**config.mk**
```make
export PLATFORM = sky130hd
export DESIGN_NAME = regulator_irq_mask_gating
export DESIGN_NICKNAME = d
export VERILOG_FILES = /design/src/hdl/regulator_irq_mask_pkg.sv /design/src/hdl/regulator_irq_mask_gating.sv
export SDC_FILE = /design/constraint.sdc
export NUM_CORES = 1
export LEC_CHECK = 0
export BUFFER_PORTS_ARGS = -buffer_cell sky130_fd_sc_hd__buf_4
export CAP_MARGIN = 20
export CORE_ASPECT_RATIO = 0.9
export CORE_MARGIN = 5
export CORE_UTILIZATION = 44
export DETAILED_ROUTE_END_ITERATION = 10
export PLACE_DENSITY = 0.84
export REMOVE_ABC_BUFFERS = 1
export SLEW_MARGIN = 20
export SYNTH_ARGS = -nofsm -noshare
export SYNTH_HDL_FRONTEND = slang
export SYNTH_SLANG_ARGS = --single-unit
```
**constraint.sdc**
```tcl
create_clock -name clock_i -period 1.1 [get_ports clock_i]
set_input_delay 0.165 -clock clock_i [delete_from_list [all_inputs] [get_ports clock_i]]
set_output_delay 0.165 -clock clock_i [all_outputs]
set_load 0.005 [all_outputs]
```
**src/hdl/regulator_irq_mask_pkg.sv**
```systemverilog
package regulator_irq_mask_pkg;
   // register addresses on the serial register port
   localparam logic [7:0] ADDR_SD_MASK = 8'h22;
   localparam logic [7:0] ADDR_LR_MASK = 8'h23;
   // writable bits of both mask registers, bits 5 and 1 stay zero
   localparam logic [7:0] MASK_WR_BITS = 8'hDD;
   localparam logic [7:0] REG_ZERO = 8'h00;
   // field positions inside one regulator's half of a mask byte
   localparam int ILIM_POS = 0;
   localparam int PGR_POS = 2;
   localparam int PGF_POS = 3;
   localparam int HALF_W = 4;
   // regulator indices: 0 = sd0, 1 = sd1, 2 = lr0, 3 = lr1
   localparam int NUM_REG = 4;
   localparam int NUM_SD = 2;
   // arm counter value at which the edge detectors are armed, four cycles after reset release
   localparam logic [1:0] ARM_WAIT = 2'h3;
   localparam logic [1:0] ARM_ONE = 2'h1;
   localparam logic [1:0] ARM_ZERO = 2'h0;
endpackage : regulator_irq_mask_pkg

```
**src/hdl/regulator_irq_mask_gating.sv**
```systemverilog
// What this block does
// sd1 valid mask bit 6 gates pg flag
// sd1 live power-good ignores every mask
// sd1 mask bit 4 gates current-limit flag
// sd1 live current-limit ignores the mask
// sd0 mask bit 3 gates pg-invalid flag
// sd0 mask bit 2 gates pg-valid flag
// sd0 mask bit 0 gates current-limit flag
// bits 5 and 1 read-only, read zero
// lr1 mask bit 7 gates pg-invalid flag
// lr1 mask bit 6 gates pg-valid flag
// lr1 live power-good ignores every mask
// lr0 mask bit 3 gates pg-invalid flag
// lr0 mask bit 2 gates pg-valid flag
// lr0 mask bit 0 gates current-limit flag
// linear regulator mask register at 0x23
// lr1 mask bit 4 gates current-limit flag
// mask reset values loaded from OTP
// pg flag ORs both edges, sticky
`timescale 1ns/100ps
module regulator_irq_mask_gating
   import regulator_irq_mask_pkg::*;
(
   // clock and reset
   input wire logic clock_i,
   input wire logic rst_n_i,
   // factory configuration
   input wire logic [7:0] otp_sd_mask_i,
   input wire logic [7:0] otp_lr_mask_i,
   // register port
   input wire logic [7:0] reg_addr_i,
   input wire logic reg_wr_i,
   input wire logic [7:0] reg_wdata_i,
   input wire logic reg_rd_i,
   output logic [7:0] reg_rdata_o,
   // analog monitor levels, asynchronous
   input wire logic [NUM_REG-1:0] pg_level_i,
   input wire logic [NUM_REG-1:0] curlim_level_i,
   // flag clears from the flag register logic
   input wire logic [NUM_REG-1:0] pg_irq_clr_i,
   input wire logic [NUM_REG-1:0] curlim_irq_clr_i,
   // flags and live status
   output logic [NUM_REG-1:0] pg_irq_o,
   output logic [NUM_REG-1:0] curlim_irq_o,
   output logic [NUM_REG-1:0] pg_live_o,
   output logic [NUM_REG-1:0] curlim_live_o,
   output logic ready_o
);

   logic [7:0] step_down_irq_mask_q, step_down_irq_mask_d;
   logic [7:0] linear_reg_irq_mask_q, linear_reg_irq_mask_d;
   logic [7:0] rdata_q, rdata_d;
   logic [1:0] arm_cnt_q, arm_cnt_d;
   logic loaded_q, loaded_d;
   logic armed_q, armed_d;
   logic [NUM_REG-1:0] pg_s1_q, pg_s2_q, pg_prev_q, pg_prev_d;
   logic [NUM_REG-1:0] cl_s1_q, cl_s2_q, cl_prev_q, cl_prev_d;
   logic [NUM_REG-1:0] pg_irq_q, pg_irq_d;
   logic [NUM_REG-1:0] curlim_irq_q, curlim_irq_d;

   // two-stage synchronisers; live status never sees the masks
   // the levels are asynchronous to clock_i and may change at any time
   // only the second stage reads the first, so no raw level leaks into logic
   always_ff @(posedge clock_i or negedge rst_n_i) begin
      if (!rst_n_i) begin
         pg_s1_q <= '0;
         pg_s2_q <= '0;
         cl_s1_q <= '0;
         cl_s2_q <= '0;
      end else begin
         pg_s1_q <= pg_level_i;
         pg_s2_q <= pg_s1_q;
         cl_s1_q <= curlim_level_i;
         cl_s2_q <= cl_s1_q;
      end
   end

   // mask registers: otp load once after reset, then software writes
   // a write in the load cycle is dropped so the otp image always lands
   always_comb begin
      step_down_irq_mask_d = step_down_irq_mask_q;
      linear_reg_irq_mask_d = linear_reg_irq_mask_q;
      loaded_d = 1'b1;
      if (!loaded_q) begin
         step_down_irq_mask_d = otp_sd_mask_i & MASK_WR_BITS;
         linear_reg_irq_mask_d = otp_lr_mask_i & MASK_WR_BITS;
      end else if (reg_wr_i) begin
         if (reg_addr_i == ADDR_SD_MASK) begin
            step_down_irq_mask_d = reg_wdata_i & MASK_WR_BITS;
         end
         if (reg_addr_i == ADDR_LR_MASK) begin
            linear_reg_irq_mask_d = reg_wdata_i & MASK_WR_BITS;
         end
      end
   end

   // mask state; reset clears it until the otp image is loaded
   // reserved bits never reach these flops, so they read zero
   always_ff @(posedge clock_i or negedge rst_n_i) begin
      if (!rst_n_i) begin
         step_down_irq_mask_q <= REG_ZERO;
         linear_reg_irq_mask_q <= REG_ZERO;
         loaded_q <= 1'b0;
      end else begin
         step_down_irq_mask_q <= step_down_irq_mask_d;
         linear_reg_irq_mask_q <= linear_reg_irq_mask_d;
         loaded_q <= loaded_d;
      end
   end

   // read data, unmapped addresses read zero
   // a read in the cycle of a write returns the value held before it
   always_comb begin
      rdata_d = rdata_q;
      if (reg_rd_i) begin
         if (reg_addr_i == ADDR_SD_MASK) begin
            rdata_d = step_down_irq_mask_q;
         end else if (reg_addr_i == ADDR_LR_MASK) begin
            rdata_d = linear_reg_irq_mask_q;
         end else begin
            rdata_d = REG_ZERO;
         end
      end
   end

   // read data register, held until the next read
   // software may poll it; it changes only on a read strobe
   always_ff @(posedge clock_i or negedge rst_n_i) begin
      if (!rst_n_i) begin
         rdata_q <= REG_ZERO;
      end else begin
         rdata_q <= rdata_d;
      end
   end

   // arm the edge detectors once the synchronisers hold real levels
   // before that the cleared previous-level flops would fake an edge
   always_comb begin
      arm_cnt_d = arm_cnt_q;
      armed_d = armed_q;
      if (!armed_q) begin
         if (arm_cnt_q == ARM_WAIT) begin
            armed_d = 1'b1;
         end else begin
            arm_cnt_d = arm_cnt_q + ARM_ONE;
         end
      end
   end

   // arm counter state
   // the counter stops once armed and stays there until reset
   always_ff @(posedge clock_i or negedge rst_n_i) begin
      if (!rst_n_i) begin
         arm_cnt_q <= ARM_ZERO;
         armed_q <= 1'b0;
      end else begin
         arm_cnt_q <= arm_cnt_d;
         armed_q <= armed_d;
      end
   end

   // edge detection, mask gating and sticky flags; set beats clear
   // a masked edge is lost for good: clearing the mask later raises nothing
   // current-limit flags react to the rising detection only
   always_comb begin
      logic [7:0] mask_byte;
      int off;
      logic pg_rise, pg_fall, cl_rise, pg_set, cl_set;
      mask_byte = REG_ZERO;
      off = 0;
      pg_rise = 1'b0;
      pg_fall = 1'b0;
      cl_rise = 1'b0;
      pg_set = 1'b0;
      cl_set = 1'b0;
      pg_prev_d = pg_s2_q;
      cl_prev_d = cl_s2_q;
      pg_irq_d = pg_irq_q;
      curlim_irq_d = curlim_irq_q;
      // indices 0 and 1 use the step-down byte, 2 and 3 the linear byte; odd ones use the upper nibble
      for (int i = 0; i < NUM_REG; i++) begin
         mask_byte = (i < NUM_SD) ? step_down_irq_mask_q : linear_reg_irq_mask_q;
         off = (i % NUM_SD) * HALF_W;
         pg_rise = armed_q & pg_s2_q[i] & ~pg_prev_q[i];
         pg_fall = armed_q & ~pg_s2_q[i] & pg_prev_q[i];
         cl_rise = armed_q & cl_s2_q[i] & ~cl_prev_q[i];
         // valid edge gated by bit 2/6, invalid edge by bit 3/7
         pg_set = (pg_rise & ~mask_byte[off + PGR_POS])
            | (pg_fall & ~mask_byte[off + PGF_POS]);
         cl_set = cl_rise & ~mask_byte[off + ILIM_POS];
         pg_irq_d[i] = pg_set | (pg_irq_q[i] & ~pg_irq_clr_i[i]);
         curlim_irq_d[i] = cl_set | (curlim_irq_q[i] & ~curlim_irq_clr_i[i]);
      end
   end

   // previous levels and flag state
   // flags clear only by reset or a clear pulse from the flag logic
   always_ff @(posedge clock_i or negedge rst_n_i) begin
      if (!rst_n_i) begin
         pg_prev_q <= '0;
         cl_prev_q <= '0;
         pg_irq_q <= '0;
         curlim_irq_q <= '0;
      end else begin
         pg_prev_q <= pg_prev_d;
         cl_prev_q <= cl_prev_d;
         pg_irq_q <= pg_irq_d;
         curlim_irq_q <= curlim_irq_d;
      end
   end

   // outputs straight from flops
   // live status comes straight from the second synchroniser stage
   // ready_o tells the flag register logic that edges now count as events
   assign reg_rdata_o = rdata_q;
   assign pg_irq_o = pg_irq_q;
   assign curlim_irq_o = curlim_irq_q;
   assign pg_live_o = pg_s2_q;
   assign curlim_live_o = cl_s2_q;
   assign ready_o = armed_q;

endmodule : regulator_irq_mask_gating

```
After elaboration in Yosys (flattened, before gate mapping)

Index checks and enable logic that the tools add are counted.

Register bits after elaboration: 60
Latch bits: 0
Bits in writable memories: 0
Bits in read-only memories: 0
Input port bits: 52
Output and inout bits: 25
Memories kept: 0

$add $sub $neg: 1
Multipliers: 0
Div/mod/pow operators: 0
Order comparisons: 0
Equal/unequal tests: 6
Shift-type cells: 0
Multiplexer cells: 10
Bitwise logic cells: 90
Reduce and logical (&&, ||, !) cells: 3

Operators with widths:

| kind                                                 | count |
|---|---|
| two-way mux 8 bit                                    | 8 |
| bitwise AND 1 bit                                    | 44 |
| inverter 1 bit                                       | 34 |
| equality test 8 x 6 -> 1 bit (second input constant) | 2 |
| OR 1 bit                                             | 12 |
| AND reduction 2 bit                                  | 3 |
| != test 2 x 1 -> 1 bit (second input constant)       | 2 |
| adder 2 x 1 -> 2 bit (second input constant)         | 1 |
| equality test 2 bit (second input constant)          | 1 |
| two-way mux 1 bit                                    | 2 |
| != test 2 bit (second input constant)                | 1 |

Longest topological paths before layout

Gate-level depths: netlist of the first run.

Depth after elaboration: 6
Mapped depth: 4
Mapped depth without buffers: 3

Least setup slack after synthesis of the first run

No wires, ideal clock.

Path kind: input to register
From: in reg_addr_i[4]
To: reg linear_reg_irq_mask_q[0]
Setup time: 0.132 ns
Data arrival time: 1.156 ns
Data required time: 0.968 ns
Setup slack: -0.188 ns
Stages: 4
Buffers on the path: 1
Path through: or4b_4 -> buf_6 -> o31ai_1 -> a31oi_1

Word-level cells in the longest chain between the ends: 3

RTL lines:

| item                                    | line                             | source |
|---|---|---|
| start, declared                         | regulator_irq_mask_gating.sv:31  | `input wire logic [7:0] reg_addr_i,` |
| equality test 8 x 6 -> 1 bit            | regulator_irq_mask_gating.sv:91  | `if (reg_addr_i == ADDR_LR_MASK) begin` |
| != test 2 x 1 -> 1 bit (no source line) | --                               |  |
| AND reduction 2 bit (no source line)    | --                               |  |
| end signal, assigned                    | regulator_irq_mask_gating.sv:106 | `linear_reg_irq_mask_q <= linear_reg_irq_mask_d;` |
| end, declared                           | regulator_irq_mask_gating.sv:51  | `logic [7:0] linear_reg_irq_mask_q, linear_reg_irq_mask_d;` |

No other way between the ends.
A chain may end at the register's enable or synchronous reset.

Worst setup path after layout of the first run

From: in reg_addr_i[7]
To: reg step_down_irq_mask_q[6]

Word-level cells in the longest chain between the ends: 3

RTL lines:

| item                                    | line                             | source |
|---|---|---|
| equality test 8 x 6 -> 1 bit            | regulator_irq_mask_gating.sv:88  | `if (reg_addr_i == ADDR_SD_MASK) begin` |
| != test 2 x 1 -> 1 bit (no source line) | --                               |  |
| AND reduction 2 bit (no source line)    | --                               |  |
| end signal, assigned                    | regulator_irq_mask_gating.sv:105 | `step_down_irq_mask_q <= step_down_irq_mask_d;` |
| end, declared                           | regulator_irq_mask_gating.sv:50  | `logic [7:0] step_down_irq_mask_q, step_down_irq_mask_d;` |

No other way between the ends.

==> parameters.txt, run 1 <==
Parameter                              Value

Power
  Leakage power of the design    between 1 and 1.5 nW
  Peak VDD IR    slightly below 1 mV
  Power density over the cells    1280 nW/um^2

Layout
  Total non-filler cell area in the finished layout    3240 um^2
  Area growth from synthesis to final layout    49.4%
  Most common library cell in the layout ignoring fill and taps    buf_4
  Layout cell share with drive strength beyond 1    between 40% and 50%
  Number of nets in the final layout    333
  Most frequent cells in the layout    buf_4 (80), dfrtp_1 (53), nor2_1 (18), a31oi_1 (18), nand4_1 (15)
  Filler Cell Count    roughly 360
  Final antenna diode count    0

Synthesis
  Flip-flop cell with the highest count after synthesis    dfrtp_1
  Post-Synthesis Mean Instance Area    approximately 12 um^2
  Flops & latches, synth    54
  Async set-reset flop share out of synthesis    100%
  Post-Syn Instances    about 190
  Yosys Warn Count    0
  Sequential-to-total area share from yosys stat    62.4%
  Number of enable-type register cells in the synthesized netlist    0
  Cell area after synthesis    2170 um^2
  Netlist cell types    23

Critical path
  Crit start category    input pin
  Internal reg-to-reg setup slack    0 ns
  Worst stage delay on the critical path    0.60 ns
  Slowest cell on the critical path    or4b_4
  Maximum net fanout on the critical path    6
  Critical path class    in -> reg
  Worst endpoint data arrival time    1.29 ns
  Number of buffer and inverter stages on the critical path    1
  Ordered list of cells on the worst path    buf_4, or4b_4, o31ai_2, a31oi_1
  Crit path capture type    flop
  Worst path required time    between 1 and 1.5 ns
  Largest delay share family, worst path    simple AND/OR/NAND/NOR gates

Drt
  # DRC    0
  Post-detailed-route count of antenna-violating nets    0
  Detailed-routing iteration count for the pre-antenna-repair pass    5
  Drt first-iter violations    roughly 250
  Total Routed Length    approximately 6000 um
  Routed length per placed instance    ~17 um
  Post-DR vias/cell    approximately 5.4
  Number of vias in the routed layout    approximately 1900

Global route
  Total gr overflow    0
  Wire length of the first global-routing pass    a little under 9000 um
  Global-route usage over all layers    between 10% and 20%
  Largest net degree at the start of global routing    30
  Number of global-route vias before repair    between 1500 and 2000
  Number of antenna violations at the first check in global routing    0

STA
  Setup repair after global routing missed its margin    yes
  Aggregate negative setup slack    -0.0738 ns
  Clk_skew    around 0.014 ns
  Transition time at the pin with the least slew margin    about 0.65 ns
  Final Hold Violating Endpoints    0
  Period utilization    102%
  Total setup violations reported at the end of the flow    8
  Max_slew headroom    56.7%
  Timing-limited maximum frequency    ~0.89 GHz
  PnR worst setup slack    -0.0205 ns
  Post-layout min period    roughly 1.1 ns
  Slew Limit Fails    0
  Final-layout worst hold slack    approximately 0.021 ns

Place
  Gpl congestion    between 0.7 and 0.8
  Sum of net half-perimeters after detailed placement    3760 um
  Placed instance area    roughly 2800 um^2
  Buffers added on ports    68

Floorplan
  Die span in x    between 80 and 90 um
  Die Y-Extent    76.6 um
  Effective utilization at floorplan    45.1%
  Area enclosed by the die boundary    6430 um^2
  IO Count    just under 80
  Area of the core region    approximately 4800 um^2
  Number of rows created at floorplan    24

Run
  Max-cap violations    0

Clock network
  Number of buffers on the longest clock path    2
  Cell chosen for the clock root    clkbuf_8
  Clock tree from TritonCTS    built
  Clock insertion delay at the later pin of the skew report    about 0.32 ns
  Clock buffer count from CTS    5
  Clock slew at the register clock pins of the worst setup and hold paths    around 0.10 ns
  Clock sink total    54
  H-Tree Depth    2

Worst hold path
  Path category of the worst min-delay check    in -> reg

Run status
  Outcome    finished with violations
  Violations in the final reports    setup timing
## stage by stage
step / setup slack [ns] / cells / util (%) / power, mW
finish: -0.0205 / 345 / 67.4 / 4.15
global placement: -0.329 / 322 / 58.9 / 2.73
floorplan: -0.550 / 174 / - / 2.37
CTS: -0.0184 / 342 / 64.6 / 4.11
detailed placement: -0.389 / 322 / 58.9 / 2.75
global route: -0.0627 / 345 / 67.4 / 4.35
## power breakdown
group          internal (mW)  switching (mW)  total (mW)
registers               2.12           0.110        2.23
clock network          0.728           0.616        1.34
logic                  0.337           0.243       0.579
## what timing repair did
action                                  in CTS  in global routing
resized for setup                           10                 14
cloned                                       1                  2
hold buffers                                 9                  0
hold endpoints to repair                    33                  0
endpoints found under the setup margin      15                 12
pin swaps                                    2                  6
setup buffers                                3                  1
## cell usage after synthesis, types with 3 or more instances
cell | instances | area [um^2]
dfrtp_1 | 54 | 1350
nor2_1 | 19 | 71.3
o21ai_0 | 12 | 60.1
nor3b_1 | 9 | 67.6
buf_4 | 3 | 22.5
a31oi_1 | 18 | 113
nand4bb_1 | 5 | 56.3
nand4_1 | 15 | 93.8
nand3_1 | 9 | 45.0
inv_1 | 10 | 37.5
clkbuf_1 | 3 | 11.3
o31ai_1 | 12 | 90.1
buf_2 | 6 | 30.0
## worst reg2reg max path: stages (launching register included)
cell     delay, ns
dfrtp_1       0.40
ha_2          0.20
nor2_4        0.09
mux2_4        0.30
## path summary, 6_finish.rpt
check / from / end / cells past startpoint
setup / recovery: reg_addr_i[7] / step_down_irq_mask_q[6]$_DFFE_PN0P_ / 4
max in group asynchronous: rst_n_i / loaded_q$_DFF_PN0_ / 3
setup reg to reg: arm_cnt_q[0]$_DFFE_PN0P_ / arm_cnt_q[1]$_DFFE_PN0P_ / 3
min in group asynchronous: rst_n_i / pg_s1_q[3]$_DFF_PN0_ / 2
hold reg to reg: cl_s1_q[2]$_DFF_PN0_ / curlim_live_o[2]$_DFF_PN0_ / 0
hold / removal: pg_irq_clr_i[1] / pg_irq_o[1]$_DFF_PN0_ / 2
## per-layer routing
metal | GRT usage [%] | vias up | share of wire (%)
li1 | - | 866 | -
met1 | 20.9 | 912 | 40
met3 | 4.76 | 8 | 7.0
met4 | 5.95 | 0 | 1.2
met2 | 29.4 | 83 | 52
met5 | 0 | - | 0
## logic make-up (layout without fill, tap and decap cells)
group                      count (synthesis)  in the layout  synth area share, %
AOI/OAI and AO/OA                         42             42                 12.1
xor gates and xnor gates                   1              1                0.404
buffers and inverters                     23            115                 5.20
adders and majority gates                  1              1                0.577
and+or+nand+nor                           62             63                 18.5
DFF                                       54             54                 62.4
muxes                                      1              1                0.520
other                                      2              3                0.347
## final cells by class
| class | count | area, um^2 | share of cell area (%) |
|---|---|---|---|
| clock buffers | 6 | 82.6 | 2.55 |
| clock inverters | 1 | 30.0 | 0.928 |
| inverters | 10 | 37.5 | 1.16 |
| multi-input cells | 111 | 816 | 25.2 |
| flip-flops and latches | 54 | 1350 | 41.8 |
| well taps | 65 | 81.3 | 2.51 |
| repair buffers | 98 | 837 | 25.9 |
(Power assumes the default switching activity.)
==> run 2: changes to the inputs <==
==> constraint.sdc (replaced) <==
create_clock -name clock_i -period 1 [get_ports clock_i]
set_input_delay 0.15 -clock clock_i [delete_from_list [all_inputs] [get_ports clock_i]]
set_output_delay 0.15 -clock clock_i [all_outputs]
set_load 0.005 [all_outputs]
==> parameters.txt, run 2 (same netlist as run 1, synthesis figures left out) <==
Parameter                              Value

Clock network
  Clock slew at the register clock pins of the worst setup and hold paths    0.10 ns
  Number of buffers on the longest clock path    2
  Clock buffer count from CTS    5
  Cell chosen for the clock root    clkbuf_8
  Clock insertion delay at the later pin of the skew report    approximately 0.32 ns
  Clock tree from TritonCTS    built
  H-Tree Depth    2
  Clock sink total    between 50 and 60

Layout
  Fin util    77.4%
  Total non-filler cell area in the finished layout    between 3000 and 4000 um^2
  Most frequent cells in the layout    buf_4 (69), dfrtp_1 (54), buf_6 (33)
  Number of nets in the final layout    359
  Layout cell share with drive strength beyond 1    roughly 48%
  Most common library cell in the layout ignoring fill and taps    buf_4
  Area growth from synthesis to final layout    71.7%
  Final antenna diode count    0
  Final std cells w/o fill    372

STA
  Slew Limit Fails    0
  PnR worst setup slack    -0.197 ns
  Setup repair after global routing missed its margin    yes
  Total setup violations reported at the end of the flow    28
  Transition time at the pin with the least slew margin    0.504 ns
  Final-layout worst hold slack    0.0290 ns
  Clk_skew    0.0159 ns
  Period utilization    120%
  Post-layout min period    1.20 ns
  Timing-limited maximum frequency    ~0.84 GHz
  Max_slew headroom    66.3%
  Aggregate negative setup slack    -1.65 ns
  Final Hold Violating Endpoints    0

Floorplan
  Die Y-Extent    about 77 um
  Area of the core region    4800 um^2
  Area enclosed by the die boundary    roughly 6400 um^2
  IO Count    77
  Die span in x    between 80 and 90 um
  Effective utilization at floorplan    45.1%
  Number of rows created at floorplan    24

Global route
  Largest net degree at the start of global routing    21
  Number of antenna violations at the first check in global routing    0
  Global-route usage over all layers    between 20% and 30%
  Number of global-route vias before repair    just over 2000
  Total gr overflow    0
  Wire length of the first global-routing pass    between 10000 and 15000 um

Power
  Leakage power of the design    between 1.5 and 2 nW
  Power density over the cells    between 1000 and 1500 nW/um^2
  Peak VDD IR    0.867 mV

Critical path
  Crit path capture type    flop
  Maximum net fanout on the critical path    6
  Number of cell instances on the worst register-to-register path    3
  Ordered list of cells on the worst path    buf_8, or4b_4, o31ai_4, a31oi_1
  Critical path class    in -> reg
  Worst stage delay on the critical path    between 0.6 and 0.7 ns
  Total number of cells along the worst setup path    4
  Worst path required time    ~1.2 ns
  Crit start category    input pin
  Number of buffer and inverter stages on the critical path    1
  Slowest cell on the critical path    or4b_4
  Worst endpoint data arrival time    about 1.4 ns
  Largest delay share family, worst path    simple AND/OR/NAND/NOR gates

Worst hold path
  Instance count along the most critical hold path    2
  Path category of the worst min-delay check    in -> reg

Place
  Placed instance area    between 2000 and 3000 um^2
  Buffers added on ports    68
  Gpl congestion    a little under 0.8
  Sum of net half-perimeters after detailed placement    about 3900 um
  Number of placed instances with taps included    approximately 320

Drt
  Post-detailed-route count of antenna-violating nets    0
  Total Routed Length    about 7700 um
  Number of vias in the routed layout    about 2200
  Routed length per placed instance    20.6 um
  Detailed-routing iteration count for the pre-antenna-repair pass    5
  Post-DR vias/cell    roughly 5.8
  Drt first-iter violations    between 200 and 300
  # DRC    0

Run status
  Outcome    finished with violations
  Violations in the final reports    setup timing

Run
  Max-cap violations    0
## run 2: cell count changes in the layout (fill, tap and decap cells not counted), moves of 7 or more
cell           change
buf_4             -11
o21ai_0           -10
dlygate4sd3_1      +7
buf_6             +28
o21ai_1           +10
## run 2: area by class of cell
cell class,count,area [um^2]
sequential,54,1350
inverter,10,41.3
multi-input combinational,111,975
clock inverter,1,5.00
fill,290,1080
timing repair buffer,124,1180
tap,65,81.3
clock buffer,7,86.3
## run 2: metrics by stage
| stage | setup WS (ns) | power (mW) |
|---|---|---|
| floorplan | -0.635 | 2.61 |
| global placement | -0.389 | 3.02 |
| detailed placement | -0.450 | 3.04 |
| CTS | -0.123 | 4.41 |
| global route | -0.194 | 4.79 |
| finish | -0.197 | 4.62 |
## run 2: timing repair
item	4_1_cts	5_1_grt
endpoints found under the hold margin	63	6
hold buffers	10	6
pin swaps	16	28
gates cloned	4	1
gates resized for setup	42	52
setup endpoints to repair	24	50
buffers inserted	9	10
## run 2: worst paths after layout
kind,slack [ns],from,endpoint
min in group asynchronous,0.26,rst_n_i,step_down_irq_mask_q[6]$_DFFE_PN0P_
setup reg to reg,-0.12,arm_cnt_q[1]$_DFFE_PN0P_,arm_cnt_q[1]$_DFFE_PN0P_
max in group asynchronous,0.33,rst_n_i,pg_prev_q[2]$_DFF_PN0_
hold reg to reg,0.35,cl_s1_q[1]$_DFF_PN0_,curlim_live_o[1]$_DFF_PN0_
hold / removal,0.03,curlim_irq_clr_i[1],curlim_irq_o[1]$_DFF_PN0_
setup / recovery,-0.20,reg_addr_i[7],step_down_irq_mask_q[7]$_DFFE_PN0P_
## run 2: power by group
group	switching [mW]	internal (mW)
registers	0.139	2.33
clock network	0.710	0.561
logic	0.363	0.524
## run 2: routing by layer
layer / vias to the layer above / wire (um) / global-route usage (%)
met4: 0 / 411 / 8.84
met2: 126 / 3920 / 34.5
met3: 43 / 529 / 6.81
li1: 925 / - / -
met1: 1060 / 2790 / 25.2
met5: - / 0 / 0
## run 2: worst reg2reg max path, cell delays in order (launching register included)
cell and delay (ns):
dfrtp_1 0.40, ha_2 0.21, nor2_4 0.10, mux2_4 0.30
==> run 3: changes to the inputs <==
--- a/config.mk
+++ b/config.mk
@@ -7,7 +7,7 @@
 export LEC_CHECK = 0
 export BUFFER_PORTS_ARGS = -buffer_cell sky130_fd_sc_hd__buf_4
 export CAP_MARGIN = 20
-export CORE_ASPECT_RATIO = 0.9
+export CORE_ASPECT_RATIO = 1.2
 export CORE_MARGIN = 5
 export CORE_UTILIZATION = 44
 export DETAILED_ROUTE_END_ITERATION = 10
==> parameters.txt, run 3 (same netlist as run 1, synthesis figures left out) <==
Parameter                              Value

Critical path
  Worst path required time    approximately 0.85 ns
  Number of cell instances on the worst register-to-register path    3
  Maximum net fanout on the critical path    2
  Startpoint of the worst setup timing path    pg_live_o[0]$_DFF_PN0_
  Critical path class    reg -> out
  Crit path capture type    output port
  Reg-to-Reg Start    arm_cnt_q[0]$_DFFE_PN0P_
  Crit start category    flop
  Internal reg-to-reg setup slack    -0.09 ns
  Worst reg2reg path endpoint    arm_cnt_q[1]$_DFFE_PN0P_
  Worst endpoint data arrival time    around 0.95 ns

Global route
  Number of antenna violations at the first check in global routing    0
  Largest net degree at the start of global routing    25
  Global-route usage over all layers    19.0%
  Wire length of the first global-routing pass    around 9300 um
  Number of global-route vias before repair    just under 2000
  Total gr overflow    0

Floorplan
  Die Y-Extent    around 87 um
  Number of rows created at floorplan    28
  Area of the core region    around 5000 um^2
  IO Count    between 70 and 80
  Die span in x    ~74 um
  Area enclosed by the die boundary    ~6400 um^2
  Effective utilization at floorplan    44.5%

Drt
  Detailed-routed wire length on met3    477 um
  Post-detailed-route count of antenna-violating nets    0
  Number of vias in the routed layout    1985
  Post-DR vias/cell    5.56
  Total Routed Length    approximately 6300 um
  Highest Signal Layer    met4
  Routed wire length on met2    around 3300 um
  # DRC    0
  Routed length per placed instance    around 18 um
  Detailed-routing iteration count for the pre-antenna-repair pass    4
  Drt first-iter violations    240
  Routed metal-1 wirelength    approximately 2300 um

STA
  Final Hold Violating Endpoints    0
  Post-layout min period    approximately 1.1 ns
  Final-layout worst hold slack    0.0178 ns
  Period utilization    110%
  PnR worst setup slack    -0.0989 ns
  Slew Limit Fails    0
  Clk_skew    0.0147 ns
  Total setup violations reported at the end of the flow    22
  Timing-limited maximum frequency    0.910 GHz
  Aggregate negative setup slack    -0.879 ns
  Setup repair after global routing missed its margin    yes

Clock network
  Clock tree from TritonCTS    built
  Clock sink total    54
  Clock insertion delay at the later pin of the skew report    approximately 0.32 ns
  Clock buffer count from CTS    5
  Number of buffers on the longest clock path    2
  Clock slew at the register clock pins of the worst setup and hold paths    about 0.11 ns
  H-Tree Depth    2
  Cell chosen for the clock root    clkbuf_8

Place
  Pre-CTS setup slack    -0.442 ns
  Gpl congestion    0.836
  Sum of net half-perimeters after detailed placement    between 3000 and 4000 um
  Buffers added on ports    between 60 and 70

Power
  Switching share of power    between 20% and 30%
  Power density over the cells    ~1300 nW/um^2
  Sequential group share of total power    between 50% and 60%
  Share of power burned in the clock network    27.5%
  Combinational cell fraction of total power    between 10% and 20%
  Reported net switching power    about 1.2 mW
  Cell-internal power    roughly 3.3 mW
  Peak VDD IR    about 0.9 mV
  Leakage power of the design    1.52 nW
  Total power of the final layout    4.54 mW

Layout
  Most frequent cells in the layout    buf_4 (59), dfrtp_1 (54), buf_6 (33)
  Layout cell share with drive strength beyond 1    between 40% and 50%
  Most common library cell in the layout ignoring fill and taps    buf_4
  Area growth from synthesis to final layout    65.2%
  Final antenna diode count    0
  Filler Cell Count    between 300 and 400
  Number of nets in the final layout    roughly 350

Worst hold path
  Path category of the worst min-delay check    in -> reg
  Hold path startpoint    pg_irq_clr_i[2]
  Instance count along the most critical hold path    2
  Worst Hold End    pg_irq_o[2]$_DFF_PN0_

Run status
  Violations in the final reports    setup timing
  Outcome    finished with violations

Run
  Max-cap violations    0
==> run 3: timing repair <==
| action | in CTS | in global routing |
|---|---|---|
| cloned | 2 | 0 |
| hold buffers | 12 | 3 |
| endpoints found under the setup margin | 28 | 48 |
| pin swaps | 17 | 22 |
| buffers inserted | 5 | 6 |
| hold endpoints to repair | 65 | 3 |
| gates resized for setup | 45 | 40 |
==> run 3: cell type report <==
| class | instances | area [um^2] | share of cell area, % |
|---|---|---|---|
| Tap cell | 60 | 75.1 | 2.10 |
| Inverter | 10 | 41.3 | 1.15 |
| Timing Repair Buffer | 114 | 1080 | 30.2 |
| Sequential cell | 54 | 1350 | 37.7 |
| Clock inverter | 3 | 26.3 | 0.734 |
| Multi-Input combinational cell | 111 | 938 | 26.2 |
| Clock buffer | 5 | 68.8 | 1.92 |
==> run 3: layer usage <==
metal	vias up	GRT usage, %
met1	976	23.6
met3	17	4.73
met5	-	0
met4	0	5.77
met2	87	32.4
li1	905	-
==> run 3: power by group through the flow <==
stage / Combinational [mW] / Clock (mW) / Sequential, mW
after global routing: 0.896 / 1.38 / 2.48
after floorplan: 0.156 / 0 / 2.46
after global placement: 0.572 / 0 / 2.46
final: 0.832 / 1.25 / 2.46
after detailed placement: 0.589 / 0 / 2.47
after CTS: 0.711 / 1.28 / 2.44
==> run 3: worst max path at each step <==
stage	end	slack (ns)	cells past startpoint
after floorplan	step_down_irq_mask_q[0]$_DFFE_PN0P_	-0.64	3
after global placement	linear_reg_irq_mask_q[2]$_DFFE_PN0P_	-0.41	4
after detailed placement	step_down_irq_mask_q[3]$_DFFE_PN0P_	-0.44	4
after CTS	arm_cnt_q[1]$_DFFE_PN0P_	-0.12	3
after global routing	arm_cnt_q[1]$_DFFE_PN0P_	-0.14	3
final	pg_live_o[0]	-0.1	2
==> run 3: metrics by stage <==
stage | cell area [um^2] | util, % | std cells
2_1_floorplan | 2100 | - | 174
3_3_place_gp | 2880 | 59.1 | 321
3_5_place_dp | 2880 | 59.1 | 321
4_1_cts | 3320 | 68.3 | 348
5_1_grt | 3580 | 73.5 | 357
6_report | 3580 | 73.5 | 357
==> run 3: critical path: stages (launching register included) <==
cell and delay [ns]:
dfrtp_1 0.41, buf_6 0.12, buf_6 0.10
